<file path="src/hw/eiv_pkg.sv">
// Package of constants and types for the external interrupt and vector block
package eiv_pkg;

	// Register indices; the byte address is four times the index
	localparam logic [5:0] MCU_CONTROL_IDX   = 6'h35;
	localparam logic [5:0] GEN_IRQ_MASK_IDX  = 6'h3B;
	localparam logic [5:0] GEN_IRQ_FLAG_IDX  = 6'h3A;
	localparam logic [5:0] PC_MASK_HIGH_IDX  = 6'h20;
	localparam logic [5:0] PC_MASK_LOW_IDX   = 6'h12;

	// Reset values
	localparam logic [7:0] MCU_CONTROL_RST   = 8'h00;
	localparam logic [7:0] GEN_IRQ_MASK_RST  = 8'h00;
	localparam logic [7:0] PC_MASK_HIGH_RST  = 8'h00;
	localparam logic [7:0] PC_MASK_LOW_RST   = 8'h00;

	// Writable bits of the control and mask registers
	localparam logic [7:0] MCU_CONTROL_WMASK = 8'h7B;
	localparam logic [7:0] PC_MASK_HIGH_WMASK = 8'h0F;

	// Field positions
	localparam int PULLUP_DISABLE_BIT = 6;
	localparam int SLEEP_ENABLE_BIT   = 5;
	localparam int SLEEP_MODE_HI_BIT  = 4;
	localparam int SLEEP_MODE_LO_BIT  = 3;
	localparam int SENSE_HI_BIT       = 1;
	localparam int SENSE_LO_BIT       = 0;
	localparam int EXT_BIT            = 6;
	localparam int PC_HIGH_BIT        = 5;
	localparam int PC_LOW_BIT         = 4;

	// Sense control encodings
	localparam logic [1:0] SENSE_LOW_LEVEL = 2'b00;
	localparam logic [1:0] SENSE_ANY_EDGE  = 2'b01;
	localparam logic [1:0] SENSE_FALLING   = 2'b10;
	localparam logic [1:0] SENSE_RISING    = 2'b11;

	// Vector program addresses
	localparam logic [15:0] VEC_RESET     = 16'h0000;
	localparam logic [15:0] VEC_EXT       = 16'h0001;
	localparam logic [15:0] VEC_PC_LOW    = 16'h0002;
	localparam logic [15:0] VEC_PC_HIGH   = 16'h0003;
	localparam logic [15:0] VEC_WATCHDOG  = 16'h0004;
	localparam logic [15:0] VEC_LAST      = 16'h0010;

	// Sources beyond the external ones, watchdog upward
	localparam int OTHER_SRC_N = 13;

	// AXI responses
	localparam logic [1:0] AXI_OKAY   = 2'b00;
	localparam logic [1:0] AXI_SLVERR = 2'b10;

	// Vector offered to the core
	typedef struct packed {
		logic        valid;
		logic [15:0] addr;
	} eiv_vec_t;

endpackage

</file>
<file path="src/hw/eiv_ctrl.sv">
// External interrupt detection, vector selection and AXI4-Lite register file
// How it works
// - Every reset cause starts execution at program address 0x0000.
// - External pin vectors to 0x0001, pin-change low 0x0002, high 0x0003.
// - Watchdog 0x0004; 16-bit timer capture, compare A, B, overflow 0x0005-0x0008.
// - 8-bit timer compare A, compare B, overflow vector to 0x0009-0x000B.
// - Comparator 0x000C, converter done 0x000D, EEPROM ready 0x000E.
// - Serial start 0x000F and serial overflow 0x0010 end the table.
// - No vector is offered for a source that is not enabled.
// - Pin activity raises requests even when the pins are outputs.
// - Any masked toggle on the lower eight pins raises low group request.
// - Any masked toggle on pins 11 down to 8 raises high group request.
// - Only pins set in the two mask registers feed their group.
// - Pin changes are seen without the I/O clock for wake-up.
// - Low-level mode keeps requesting while the pin stays low.
// - Edges on the external pin are seen only while the I/O clock runs.
// - Low level on the external pin is seen without clock for wake-up.
// - Level gone before start-up ends: wake-up completes, no interrupt.
// - External request forwarded only with global and own enable set.
// - Pin sampled before edge detection; pulses of two clocks or more are caught.
// - Sense field 00 low, 01 any change, 10 falling, 11 rising.
// - External flag set on event, cleared by vector or one, zero in level mode.
// - Mask register bits 6, 5, 4 enable external, high group, low group.
// - High group flag set on masked change, cleared by vector or written one.
// - Per-pin mask bits with group enable allow that pin's requests.
//
// The AXI4-Lite interface to the registers is this design's own decision.
`timescale 1ns/1ps

module eiv_ctrl
	import eiv_pkg::*;
#(
	parameter int PC_N = 12
) (
	// Clock, reset, enable
	input  wire logic                         sys_clk,
	input  wire logic                         rst,
	input  wire logic                         ce,
	// AXI4-Lite write channels
	input  wire logic [7:0]                   s_axi_awaddr,
	input  wire logic                         s_axi_awvalid,
	output      logic                         s_axi_awready,
	input  wire logic [31:0]                  s_axi_wdata,
	input  wire logic [3:0]                   s_axi_wstrb,
	input  wire logic                         s_axi_wvalid,
	output      logic                         s_axi_wready,
	output      logic [1:0]                   s_axi_bresp,
	output      logic                         s_axi_bvalid,
	input  wire logic                         s_axi_bready,
	// AXI4-Lite read channels
	input  wire logic [7:0]                   s_axi_araddr,
	input  wire logic                         s_axi_arvalid,
	output      logic                         s_axi_arready,
	output      logic [31:0]                  s_axi_rdata,
	output      logic [1:0]                   s_axi_rresp,
	output      logic                         s_axi_rvalid,
	input  wire logic                         s_axi_rready,
	// Pins
	input  wire logic                         ext_request_pin,
	input  wire logic [PC_N-1:0]              pin_change_inputs,
	// Core side
	input  wire logic                         globalIrqEnable,
	input  wire logic [eiv_pkg::OTHER_SRC_N-1:0] otherIrqReq,
	input  wire logic                         irqAck,
	output      eiv_pkg::eiv_vec_t            vecOut,
	output      logic [15:0]                  resetVector,
	// Clock and sleep control
	input  wire logic                         ioClkRun,
	output      logic                         wakeRequest,
	output      logic                         pullup_disable,
	output      logic                         sleep_enable,
	output      logic [1:0]                   sleepMode
);

	// Lowest set bit wins; returns all ones when no bit is set
	function automatic logic [4:0] firstSet(input logic [15:0] req);
		logic [4:0] idx;
		idx = 5'h1F;
		for (int i = 15; i >= 0; i--) begin
			if (req[i]) begin
				idx = 5'(i);
			end
		end
		return idx;
	endfunction

	localparam int SYN_N = PC_N + 1;

	// Register file state
	logic [7:0]       mcuCtl_reg;
	logic [7:0]       genMask_reg;
	logic [7:0]       pcMaskLow_reg;
	logic [7:0]       pcMaskHigh_reg;
	logic             extFlag_reg;
	logic             pcFlagLow_reg;
	logic             pcFlagHigh_reg;
	// AXI state
	logic             awHeld_reg;
	logic [7:0]       awAddr_reg;
	logic             wHeld_reg;
	logic [31:0]      wData_reg;
	logic [3:0]       wStrb_reg;
	logic             bValid_reg;
	logic [1:0]       bResp_reg;
	logic             rValid_reg;
	logic [31:0]      rData_reg;
	logic [1:0]       rResp_reg;
	// Pin sampling
	logic [SYN_N-1:0] sync1_reg;
	logic [SYN_N-1:0] sync2_reg;
	logic [SYN_N-1:0] sync3_reg;
	logic [SYN_N-1:0] filt_reg;
	logic [SYN_N-1:0] filtPrev_reg;
	eiv_vec_t         vec_reg;
	eiv_vec_t         vec_next;

	// Control fields
	wire logic [1:0]  sense     = mcuCtl_reg[SENSE_HI_BIT:SENSE_LO_BIT];
	wire logic        senseLow  = (sense == SENSE_LOW_LEVEL);
	wire logic        extEn     = genMask_reg[EXT_BIT];
	wire logic        pcEnHigh  = genMask_reg[PC_HIGH_BIT];
	wire logic        pcEnLow   = genMask_reg[PC_LOW_BIT];
	wire logic [11:0] pcMask    = {pcMaskHigh_reg[3:0], pcMaskLow_reg};

	// Filtered pin levels; bit PC_N is the external request pin
	wire logic        extLevel  = filt_reg[PC_N];
	wire logic        extRise   = filt_reg[PC_N] & ~filtPrev_reg[PC_N];
	wire logic        extFall   = ~filt_reg[PC_N] & filtPrev_reg[PC_N];
	// pin inputs are read whatever their port direction
	wire logic [11:0] pcToggle  = filt_reg[PC_N-1:0] ^ filtPrev_reg[PC_N-1:0];

	// only masked pins contribute to either group
	// per-pin mask bits gate each change
	wire logic [11:0] pcHit     = pcToggle & pcMask;
	wire logic        pcSetLow  = |pcHit[7:0];
	wire logic        pcSetHigh = |pcHit[11:8];

	// edges only counted while the I/O clock runs
	wire logic        extEdgeEv = ioClkRun & ((sense == SENSE_ANY_EDGE) & (extRise | extFall)
		| (sense == SENSE_FALLING) & extFall
		| (sense == SENSE_RISING) & extRise);

	// AXI decode
	wire logic        awTake    = s_axi_awvalid & s_axi_awready;
	wire logic        wTake     = s_axi_wvalid & s_axi_wready;
	wire logic        doWrite   = awHeld_reg & wHeld_reg;
	wire logic [5:0]  wIdx      = awAddr_reg[7:2];
	wire logic        wLane0    = doWrite & wStrb_reg[0];
	wire logic [7:0]  wByte     = wData_reg[7:0];
	wire logic        wrCtl     = wLane0 & (wIdx == MCU_CONTROL_IDX);
	wire logic        wrMask    = wLane0 & (wIdx == GEN_IRQ_MASK_IDX);
	wire logic        wrFlag    = wLane0 & (wIdx == GEN_IRQ_FLAG_IDX);
	wire logic        wrPcHigh  = wLane0 & (wIdx == PC_MASK_HIGH_IDX);
	wire logic        wrPcLow   = wLane0 & (wIdx == PC_MASK_LOW_IDX);
	wire logic        wMapped   = (wIdx == MCU_CONTROL_IDX) | (wIdx == GEN_IRQ_MASK_IDX)
		| (wIdx == GEN_IRQ_FLAG_IDX) | (wIdx == PC_MASK_HIGH_IDX) | (wIdx == PC_MASK_LOW_IDX);
	wire logic        arTake    = s_axi_arvalid & s_axi_arready;
	wire logic [5:0]  rIdx      = s_axi_araddr[7:2];

	// Flag clears: written one or vector taken by the core
	wire logic        ackExt    = irqAck & vec_reg.valid & (vec_reg.addr == VEC_EXT);
	wire logic        ackPcLow  = irqAck & vec_reg.valid & (vec_reg.addr == VEC_PC_LOW);
	wire logic        ackPcHigh = irqAck & vec_reg.valid & (vec_reg.addr == VEC_PC_HIGH);
	wire logic        clrExt    = ackExt | wrFlag & wByte[EXT_BIT];
	wire logic        clrPcLow  = ackPcLow | wrFlag & wByte[PC_LOW_BIT];
	wire logic        clrPcHigh = ackPcHigh | wrFlag & wByte[PC_HIGH_BIT];

	// set wins over clear; level mode holds the flag at zero
	wire logic        extFlag_next    = ~senseLow & (extEdgeEv | extFlag_reg & ~clrExt);
	// high group flag set beats a same-cycle clear
	wire logic        pcFlagHigh_next = pcSetHigh | pcFlagHigh_reg & ~clrPcHigh;
	wire logic        pcFlagLow_next  = pcSetLow | pcFlagLow_reg & ~clrPcLow;

	// level mode requests for as long as the pin reads low
	// a level gone by start-up end leaves no request behind
	wire logic        extReq    = extEn & (senseLow ? ~extLevel : extFlag_reg);
	// global and own enable both needed
	// disabled sources never reach the vector
	wire logic [15:0] reqVec    = {globalIrqEnable ? {otherIrqReq,
		pcEnHigh & pcFlagHigh_reg, pcEnLow & pcFlagLow_reg, extReq} : 16'h0000};
	wire logic [4:0]  winIdx    = firstSet(reqVec);

	// Vector selection; lowest table position has priority
	// external and pin-change vectors follow reset in order
	// watchdog and timer vectors follow from 0x0004
	// 8-bit timer sources keep their table slots
	// serial slots end at the last vector
	always_comb begin
		vec_next.valid = (winIdx != 5'h1F);
		vec_next.addr  = vec_next.valid ? VEC_EXT + 16'(winIdx) : VEC_RESET;
	end

	// one reset entry for every reset cause
	assign resetVector = VEC_RESET;

	// async pin-change wake compares raw pins to the held level
	// async low level wake in level mode, no clock needed
	assign wakeRequest = (|((pin_change_inputs ^ filt_reg[PC_N-1:0]) & pcMask
		& {{4{pcEnHigh}}, {8{pcEnLow}}})) | extEn & senseLow & ~ext_request_pin;

	// Bus handshakes are combinational from held state
	assign s_axi_awready = ~awHeld_reg & ~bValid_reg;
	assign s_axi_wready  = ~wHeld_reg & ~bValid_reg;
	assign s_axi_bvalid  = bValid_reg;
	assign s_axi_bresp   = bResp_reg;
	assign s_axi_arready = ~rValid_reg;
	assign s_axi_rvalid  = rValid_reg;
	assign s_axi_rdata   = rData_reg;
	assign s_axi_rresp   = rResp_reg;
	assign vecOut        = vec_reg;

	// Control outputs straight from the control register
	assign pullup_disable = mcuCtl_reg[PULLUP_DISABLE_BIT];
	assign sleep_enable   = mcuCtl_reg[SLEEP_ENABLE_BIT];
	assign sleepMode      = mcuCtl_reg[SLEEP_MODE_HI_BIT:SLEEP_MODE_LO_BIT];

	// Read mux; reserved bits and unmapped words read zero
	wire logic [7:0]  rByte =
		(rIdx == MCU_CONTROL_IDX)  ? mcuCtl_reg :
		(rIdx == GEN_IRQ_MASK_IDX) ? genMask_reg :
		(rIdx == GEN_IRQ_FLAG_IDX) ? {1'b0, extFlag_reg, pcFlagHigh_reg, pcFlagLow_reg, 4'h0} :
		(rIdx == PC_MASK_HIGH_IDX) ? pcMaskHigh_reg :
		(rIdx == PC_MASK_LOW_IDX)  ? pcMaskLow_reg : 8'h00;
	wire logic        rMapped = (rIdx == MCU_CONTROL_IDX) | (rIdx == GEN_IRQ_MASK_IDX)
		| (rIdx == GEN_IRQ_FLAG_IDX) | (rIdx == PC_MASK_HIGH_IDX) | (rIdx == PC_MASK_LOW_IDX);

	// three-stage sampling; a change counts once stages two and three agree
	// the filtered level feeds edge detection, so a pulse must last two clocks to be caught
	always_ff @(posedge sys_clk) begin
		if (rst) begin
			sync1_reg    <= '0;
			sync2_reg    <= '0;
			sync3_reg    <= '0;
			filt_reg     <= '0;
			filtPrev_reg <= '0;
		end else if (ce) begin
			sync1_reg    <= {ext_request_pin, pin_change_inputs};
			sync2_reg    <= sync1_reg;
			sync3_reg    <= sync2_reg;
			filt_reg     <= (sync2_reg & sync3_reg) | (filt_reg & (sync2_reg | sync3_reg));
			filtPrev_reg <= filt_reg;
		end
	end

	// enable bits 6..4, others read zero
	// Registers and flags; bus writes land one cycle after both halves are held
	always_ff @(posedge sys_clk) begin
		if (rst) begin
			mcuCtl_reg     <= MCU_CONTROL_RST;
			genMask_reg    <= GEN_IRQ_MASK_RST;
			pcMaskLow_reg  <= PC_MASK_LOW_RST;
			pcMaskHigh_reg <= PC_MASK_HIGH_RST;
			extFlag_reg    <= 1'b0;
			pcFlagLow_reg  <= 1'b0;
			pcFlagHigh_reg <= 1'b0;
			vec_reg        <= '0;
		end else if (ce) begin
			if (wrCtl) begin
				mcuCtl_reg <= wByte & MCU_CONTROL_WMASK;
			end
			if (wrMask) begin
				genMask_reg <= wByte & 8'h70;
			end
			if (wrPcLow) begin
				pcMaskLow_reg <= wByte;
			end
			if (wrPcHigh) begin
				pcMaskHigh_reg <= wByte & PC_MASK_HIGH_WMASK;
			end
			extFlag_reg    <= extFlag_next;
			pcFlagLow_reg  <= pcFlagLow_next;
			pcFlagHigh_reg <= pcFlagHigh_next;
			vec_reg        <= vec_next;
		end
	end

	// AXI write side; address and data may arrive in either order
	always_ff @(posedge sys_clk) begin
		if (rst) begin
			awHeld_reg <= 1'b0;
			awAddr_reg <= 8'h00;
			wHeld_reg  <= 1'b0;
			wData_reg  <= 32'h0000_0000;
			wStrb_reg  <= 4'h0;
			bValid_reg <= 1'b0;
			bResp_reg  <= AXI_OKAY;
		end else if (ce) begin
			if (awTake) begin
				awHeld_reg <= 1'b1;
				awAddr_reg <= s_axi_awaddr;
			end
			if (wTake) begin
				wHeld_reg <= 1'b1;
				wData_reg <= s_axi_wdata;
				wStrb_reg <= s_axi_wstrb;
			end
			if (doWrite) begin
				awHeld_reg <= 1'b0;
				wHeld_reg  <= 1'b0;
				bValid_reg <= 1'b1;
				bResp_reg  <= wMapped ? AXI_OKAY : AXI_SLVERR;
			end else if (bValid_reg & s_axi_bready) begin
				bValid_reg <= 1'b0;
			end
		end
	end

	// AXI read side; one outstanding read
	always_ff @(posedge sys_clk) begin
		if (rst) begin
			rValid_reg <= 1'b0;
			rData_reg  <= 32'h0000_0000;
			rResp_reg  <= AXI_OKAY;
		end else if (ce) begin
			if (arTake) begin
				rValid_reg <= 1'b1;
				rData_reg  <= {24'h00_0000, rByte};
				rResp_reg  <= rMapped ? AXI_OKAY : AXI_SLVERR;
			end else if (rValid_reg & s_axi_rready) begin
				rValid_reg <= 1'b0;
			end
		end
	end

	// Checks on the detection and vector logic
	a_level_flag_zero: assert property (@(posedge sys_clk) disable iff (rst)
		ce && senseLow |=> !extFlag_reg)
		else $error("external flag set in level mode");

	a_rise_sets_flag: assert property (@(posedge sys_clk) disable iff (rst)
		ce && ioClkRun && sense == SENSE_RISING && extRise |=> extFlag_reg)
		else $error("rising edge did not set external flag");

	a_edge_needs_clk: assert property (@(posedge sys_clk) disable iff (rst)
		ce && !ioClkRun && !extFlag_reg |=> !extFlag_reg)
		else $error("edge flagged while I/O clock stopped");

	a_mask_blocks_low: assert property (@(posedge sys_clk) disable iff (rst)
		ce && !pcFlagLow_reg && (pcToggle[7:0] & pcMaskLow_reg) == 8'h00 |=> !pcFlagLow_reg)
		else $error("unmasked pin set low group flag");

	a_high_group_set: assert property (@(posedge sys_clk) disable iff (rst)
		ce && (pcToggle[11:8] & pcMaskHigh_reg[3:0]) != 4'h0 |=> pcFlagHigh_reg)
		else $error("masked upper toggle lost");

	a_level_holds_req: assert property (@(posedge sys_clk) disable iff (rst)
		ce && globalIrqEnable && extEn && senseLow && !extLevel
		|=> vec_reg.valid && vec_reg.addr == VEC_EXT)
		else $error("held low level not offered as vector");

	a_gated_vector: assert property (@(posedge sys_clk) disable iff (rst)
		ce && !globalIrqEnable |=> !vec_reg.valid)
		else $error("vector offered with global enable clear");

	a_filter_agree: assert property (@(posedge sys_clk) disable iff (rst)
		ce && $past(ce) && filt_reg != $past(filt_reg)
		|-> ((($past(sync2_reg) ^ $past(sync3_reg)) & (filt_reg ^ $past(filt_reg))) == '0))
		else $error("filtered level changed without stage agreement");

	a_wake_low_level: assert property (@(posedge sys_clk) disable iff (rst)
		extEn && senseLow && !ext_request_pin |-> wakeRequest)
		else $error("low level did not request wake-up");

	a_bresp_holds: assert property (@(posedge sys_clk) disable iff (rst)
		s_axi_bvalid && !s_axi_bready |=> s_axi_bvalid)
		else $error("write response dropped before taken");

	// Main scenarios
	c_ext_vector: cover property (@(posedge sys_clk) vec_reg.valid && vec_reg.addr == VEC_EXT);
	c_pc_high_ack: cover property (@(posedge sys_clk) ackPcHigh);
	c_set_and_clear: cover property (@(posedge sys_clk) pcSetLow && clrPcLow);
	c_last_vector: cover property (@(posedge sys_clk) vec_reg.valid && vec_reg.addr == VEC_LAST);

endmodule

</file>
<file path="config.mk">
export PLATFORM = sky130hd
export DESIGN_NAME = eiv_ctrl
export DESIGN_NICKNAME = d
export VERILOG_FILES = /design/src/hw/eiv_pkg.sv /design/src/hw/eiv_ctrl.sv
export SDC_FILE = /design/constraint.sdc
export NUM_CORES = 1
export LEC_CHECK = 0
export ABC_AREA = 1
export BUFFER_PORTS_ARGS = -buffer_cell sky130_fd_sc_hd__buf_2
export CAP_MARGIN = 20
export CORE_MARGIN = 1.5
export CORE_UTILIZATION = 43
export DETAILED_ROUTE_END_ITERATION = 8
export PLACE_DENSITY_LB_ADDON = 0.1
export SLEW_MARGIN = 20
export SYNTH_ARGS = -nofsm -noshare
export SYNTH_HDL_FRONTEND = slang
export SYNTH_SLANG_ARGS = --single-unit
</file>
<file path="constraint.sdc">
create_clock -name sys_clk -period 1.8 [get_ports sys_clk]
set_clock_uncertainty 0.05 [all_clocks]
set_input_delay 0 -clock sys_clk [delete_from_list [all_inputs] [get_ports sys_clk]]
set_output_delay 0 -clock sys_clk [all_outputs]
set_load 0.03 [all_outputs]
</file>
==> impl_metrics.tcl <==
set metrics [dict create \
    status "complete, but fails checks" \
    failed_checks "setup timing" \
    ctsRootBufferMaster "clkbuf_16" \
    netlist_area_sq_mm 0.00588 \
    cts_buffers 17 \
    wire_per_inst_um 13.1 \
    wl_mm 15.0 \
    critPathTopFamily "simple AND/OR/NAND/NOR gates" \
    boundaryPins 168 \
    path_max_fanout 4 \
    arrival_ns 2.08 \
    worstHoldEndpoint "s_axi_rdata[7]" \
    worstMarginPinSlew_ns 0.763 \
    fmax_ghz 0.545 \
    drive_gt1_share_pct 19.9 \
    syn2layout_area_growth_pct 27.9 \
    synth_warnings 0 \
    start_util_pct 44.2 \
    min-delay-start "s_axi_araddr[5]" \
    worst_ir_drop_vdd_v 0.000836 \
    grt_pass1_vias 5136 \
    synth.top_cell.area_share_pct 42.6 \
    num_rows 42 \
    timing.critical_path.from_type "flop" \
    cts_buffer_depth 2 \
    reg2reg_slack_ns -0.04 \
    drt_first_iter_violations 310 \
    ys_ff_latch 125 \
    num-nets-final 1052 \
    min_path_type "primary input to flop" \
    syn-instance-count 818 \
    ys_seq_area_share_pct 42.6 \
    gp_congestion 0.830 \
    die_area_sq_mm 0.0144 \
    r2r_start "mcuCtl_reg[0]" \
    io_buffers 84 \
    drt.antenna.violating_nets 0 \
    relSlewSlack_pct 49.1 \
    final_cell_mix "nor2_1 (146), o21ai_0 (128), dfxtp_1 (121)" \
    nFillCells 1245 \
    grt_overflow 0 \
    stdcell_area_sq_mm 0.00751 \
    grt_setup_unrepaired "yes" \
    power_mw 6.85 \
    clock_sinks 125 \
    cts_tree "done" \
    setup_ws_ns -0.0363 \
    critPathRequiredTime_ns 2.05 \
    final_common_cell "nor2_1" \
    final_util_pct 56.5 \
    dpl.hpwl_mm 10.2 \
    htree_levels 4 \
    cp_cell_sequence "nor2_4 > nand2_2 > o2111ai_4 > nand2_2 > clkinv_4 > nand2_2 > nor2_4 > inv_2 > nor3b_2 > ha_2 > nor2_4 > nand2_1 > a21oi_2" \
    chipWidth_um 120 \
    via_count 5636 \
    die_height_um 120 \
    finalHoldViolations 0 \
    period_share_pct 102 \
    first_pass_iters 6 \
    p_leak_nw 3.24 \
    synth_largest_area_cell "dfxtp_1" \
    clock_latency_ns 0.42 \
    clkTransAtPathRegs_ns 0.05 \
    endpoint_kind "flop" \
    antenna_found_initial 0 \
    synth_cell_type_count 41 \
    instances_no_fill 1145 \
    holdPathStages 6 \
    synth_area_leaders "dfxtp_1 (43%), o21ai_0 (11%), nor2_1 (9.5%)" \
    grt_usage_pct 21.4 \
    power_density_mw_per_mm2 911 \
    post-place-ws_ns -0.0804 \
    grt_max_degree 87 \
    grt_pass1_wl_mm 24.3 \
    avgSynthCellArea_sq_um 7.18 \
    drv_cap 0 \
    drc 0 \
    crit_path_top_delay_cell "dfxtp_4" \
    worstRegToRegCells 13 \
    r2r-end "vecOut[0]" \
    dpl_cell_area_sq_mm 0.00645 \
    coreArea_sq_mm 0.0133 \
    slew_violations 0 \
    crit_type "flop to flop" \
    crit_buf_inv 2 \
    slowest_delay_ns 0.34 \
    setup_viol 6 \
    layout_min_cycle_time_ns 1.84 \
    dp_cells 1071 \
    diodes 0 \
    avgViaCountPerCell 4.92 \
]
[per-stage QoR]
step / hold WS [ns] / setup TNS (ns)
6_report: 0.0120 / -0.176
4_1_cts: 0.00213 / -0.0688
3_5_place_dp: 0.214 / -0.325
2_1_floorplan: 0.0849 / -0.00332
5_1_grt: 0.0603 / -0.828
3_3_place_gp: 0.201 / -0.00572
[worst reg2reg max path: stages (launching register included)]
cell	delay [ns]
dfxtp_4	0.34
nor2_4	0.15
nand2_2	0.09
o2111ai_4	0.08
nand2_2	0.10
clkinv_4	0.07
nand2_2	0.06
nor2_4	0.12
inv_2	0.06
nor3b_2	0.18
ha_2	0.21
nor2_4	0.04
nand2_1	0.10
a21oi_2	0.05
[Yosys cell counts, drive strengths merged]
cell type,count
a21o,2
a21oi,79
a22oi,2
a31oi,3
a32o,2
buf,60
clkbuf,27
clkinv,1
conb,1
dfxtp,125
ha,4
inv,62
nand2,100
nand3,18
nand4,6
nor2,157
nor3,2
nor3b,1
nor4,8
o2111ai,2
o211ai,1
o21ai,140
o221ai,3
o22ai,3
o311ai,1
o41ai,2
or2,2
xnor2,1
xor2,3
[worst max path at each step]
stage / startpoint / endpoint / cells past startpoint
6_report: mcuCtl_reg[0] / vecOut[0] / 13
4_1_cts: filt_reg[10] / wakeRequest / 6
3_3_place_gp: otherIrqReq[10] / vecOut[5] / 23
3_5_place_dp: otherIrqReq[10] / vecOut[0] / 23
2_1_floorplan: mcuCtl_reg[1] / vecOut[5] / 12
5_1_grt: mcuCtl_reg[0] / vecOut[0] / 13
[final cells by class]
type	count	area, sq um	area share, %
multi-input combinational	594	2920	38.9
sequential	125	2510	33.5
tap	176	220	2.93
clock inverter	1	5.00	0.0666
inverter	63	241	3.21
clock buffer	28	517	6.88
timing repair buffer	158	1090	14.5
[per-layer routing]
layer | vias to the layer above | global-route usage, % | routed length [um]
met4 | 0 | 8.71 | 362
li1 | 2891 | - | -
met5 | - | 0 | 0
met2 | 159 | 34.6 | 6980
met1 | 2558 | 27.2 | 6840
met3 | 28 | 5.61 | 772
[cell families (layout without fill, tap and decap cells)]
kind of cell | count (synthesis) | in the layout | share of synthesized area, %
compound gates | 240 | 240 | 21.7
fa+ha+maj | 4 | 4 | 0.852
other cells | 1 | 52 | 0.0638
flops | 125 | 125 | 42.6
buf+inv | 150 | 250 | 13.2
xor+xnor | 4 | 4 | 0.596
simple gates | 294 | 294 | 21.0
[report_power, final]
| part | leakage [nW] | switching [mW] | total [mW] | internal (mW) |
|---|---|---|---|---|
| clock network | 0.256 | 1.13 | 3.05 | 1.91 |
| logic | 1.96 | 0.552 | 0.836 | 0.283 |
| registers | 1.03 | 0.0792 | 2.96 | 2.88 |
[what timing repair did]
action,4_1_cts,5_1_grt
endpoints found under the hold margin,41,0
buffers inserted,4,2
hold buffers,39,0
gates cloned,0,0
pin swaps,8,11
setup endpoints to repair,6,12
resized for setup,12,14
Power figures use the tool's default switching activity.
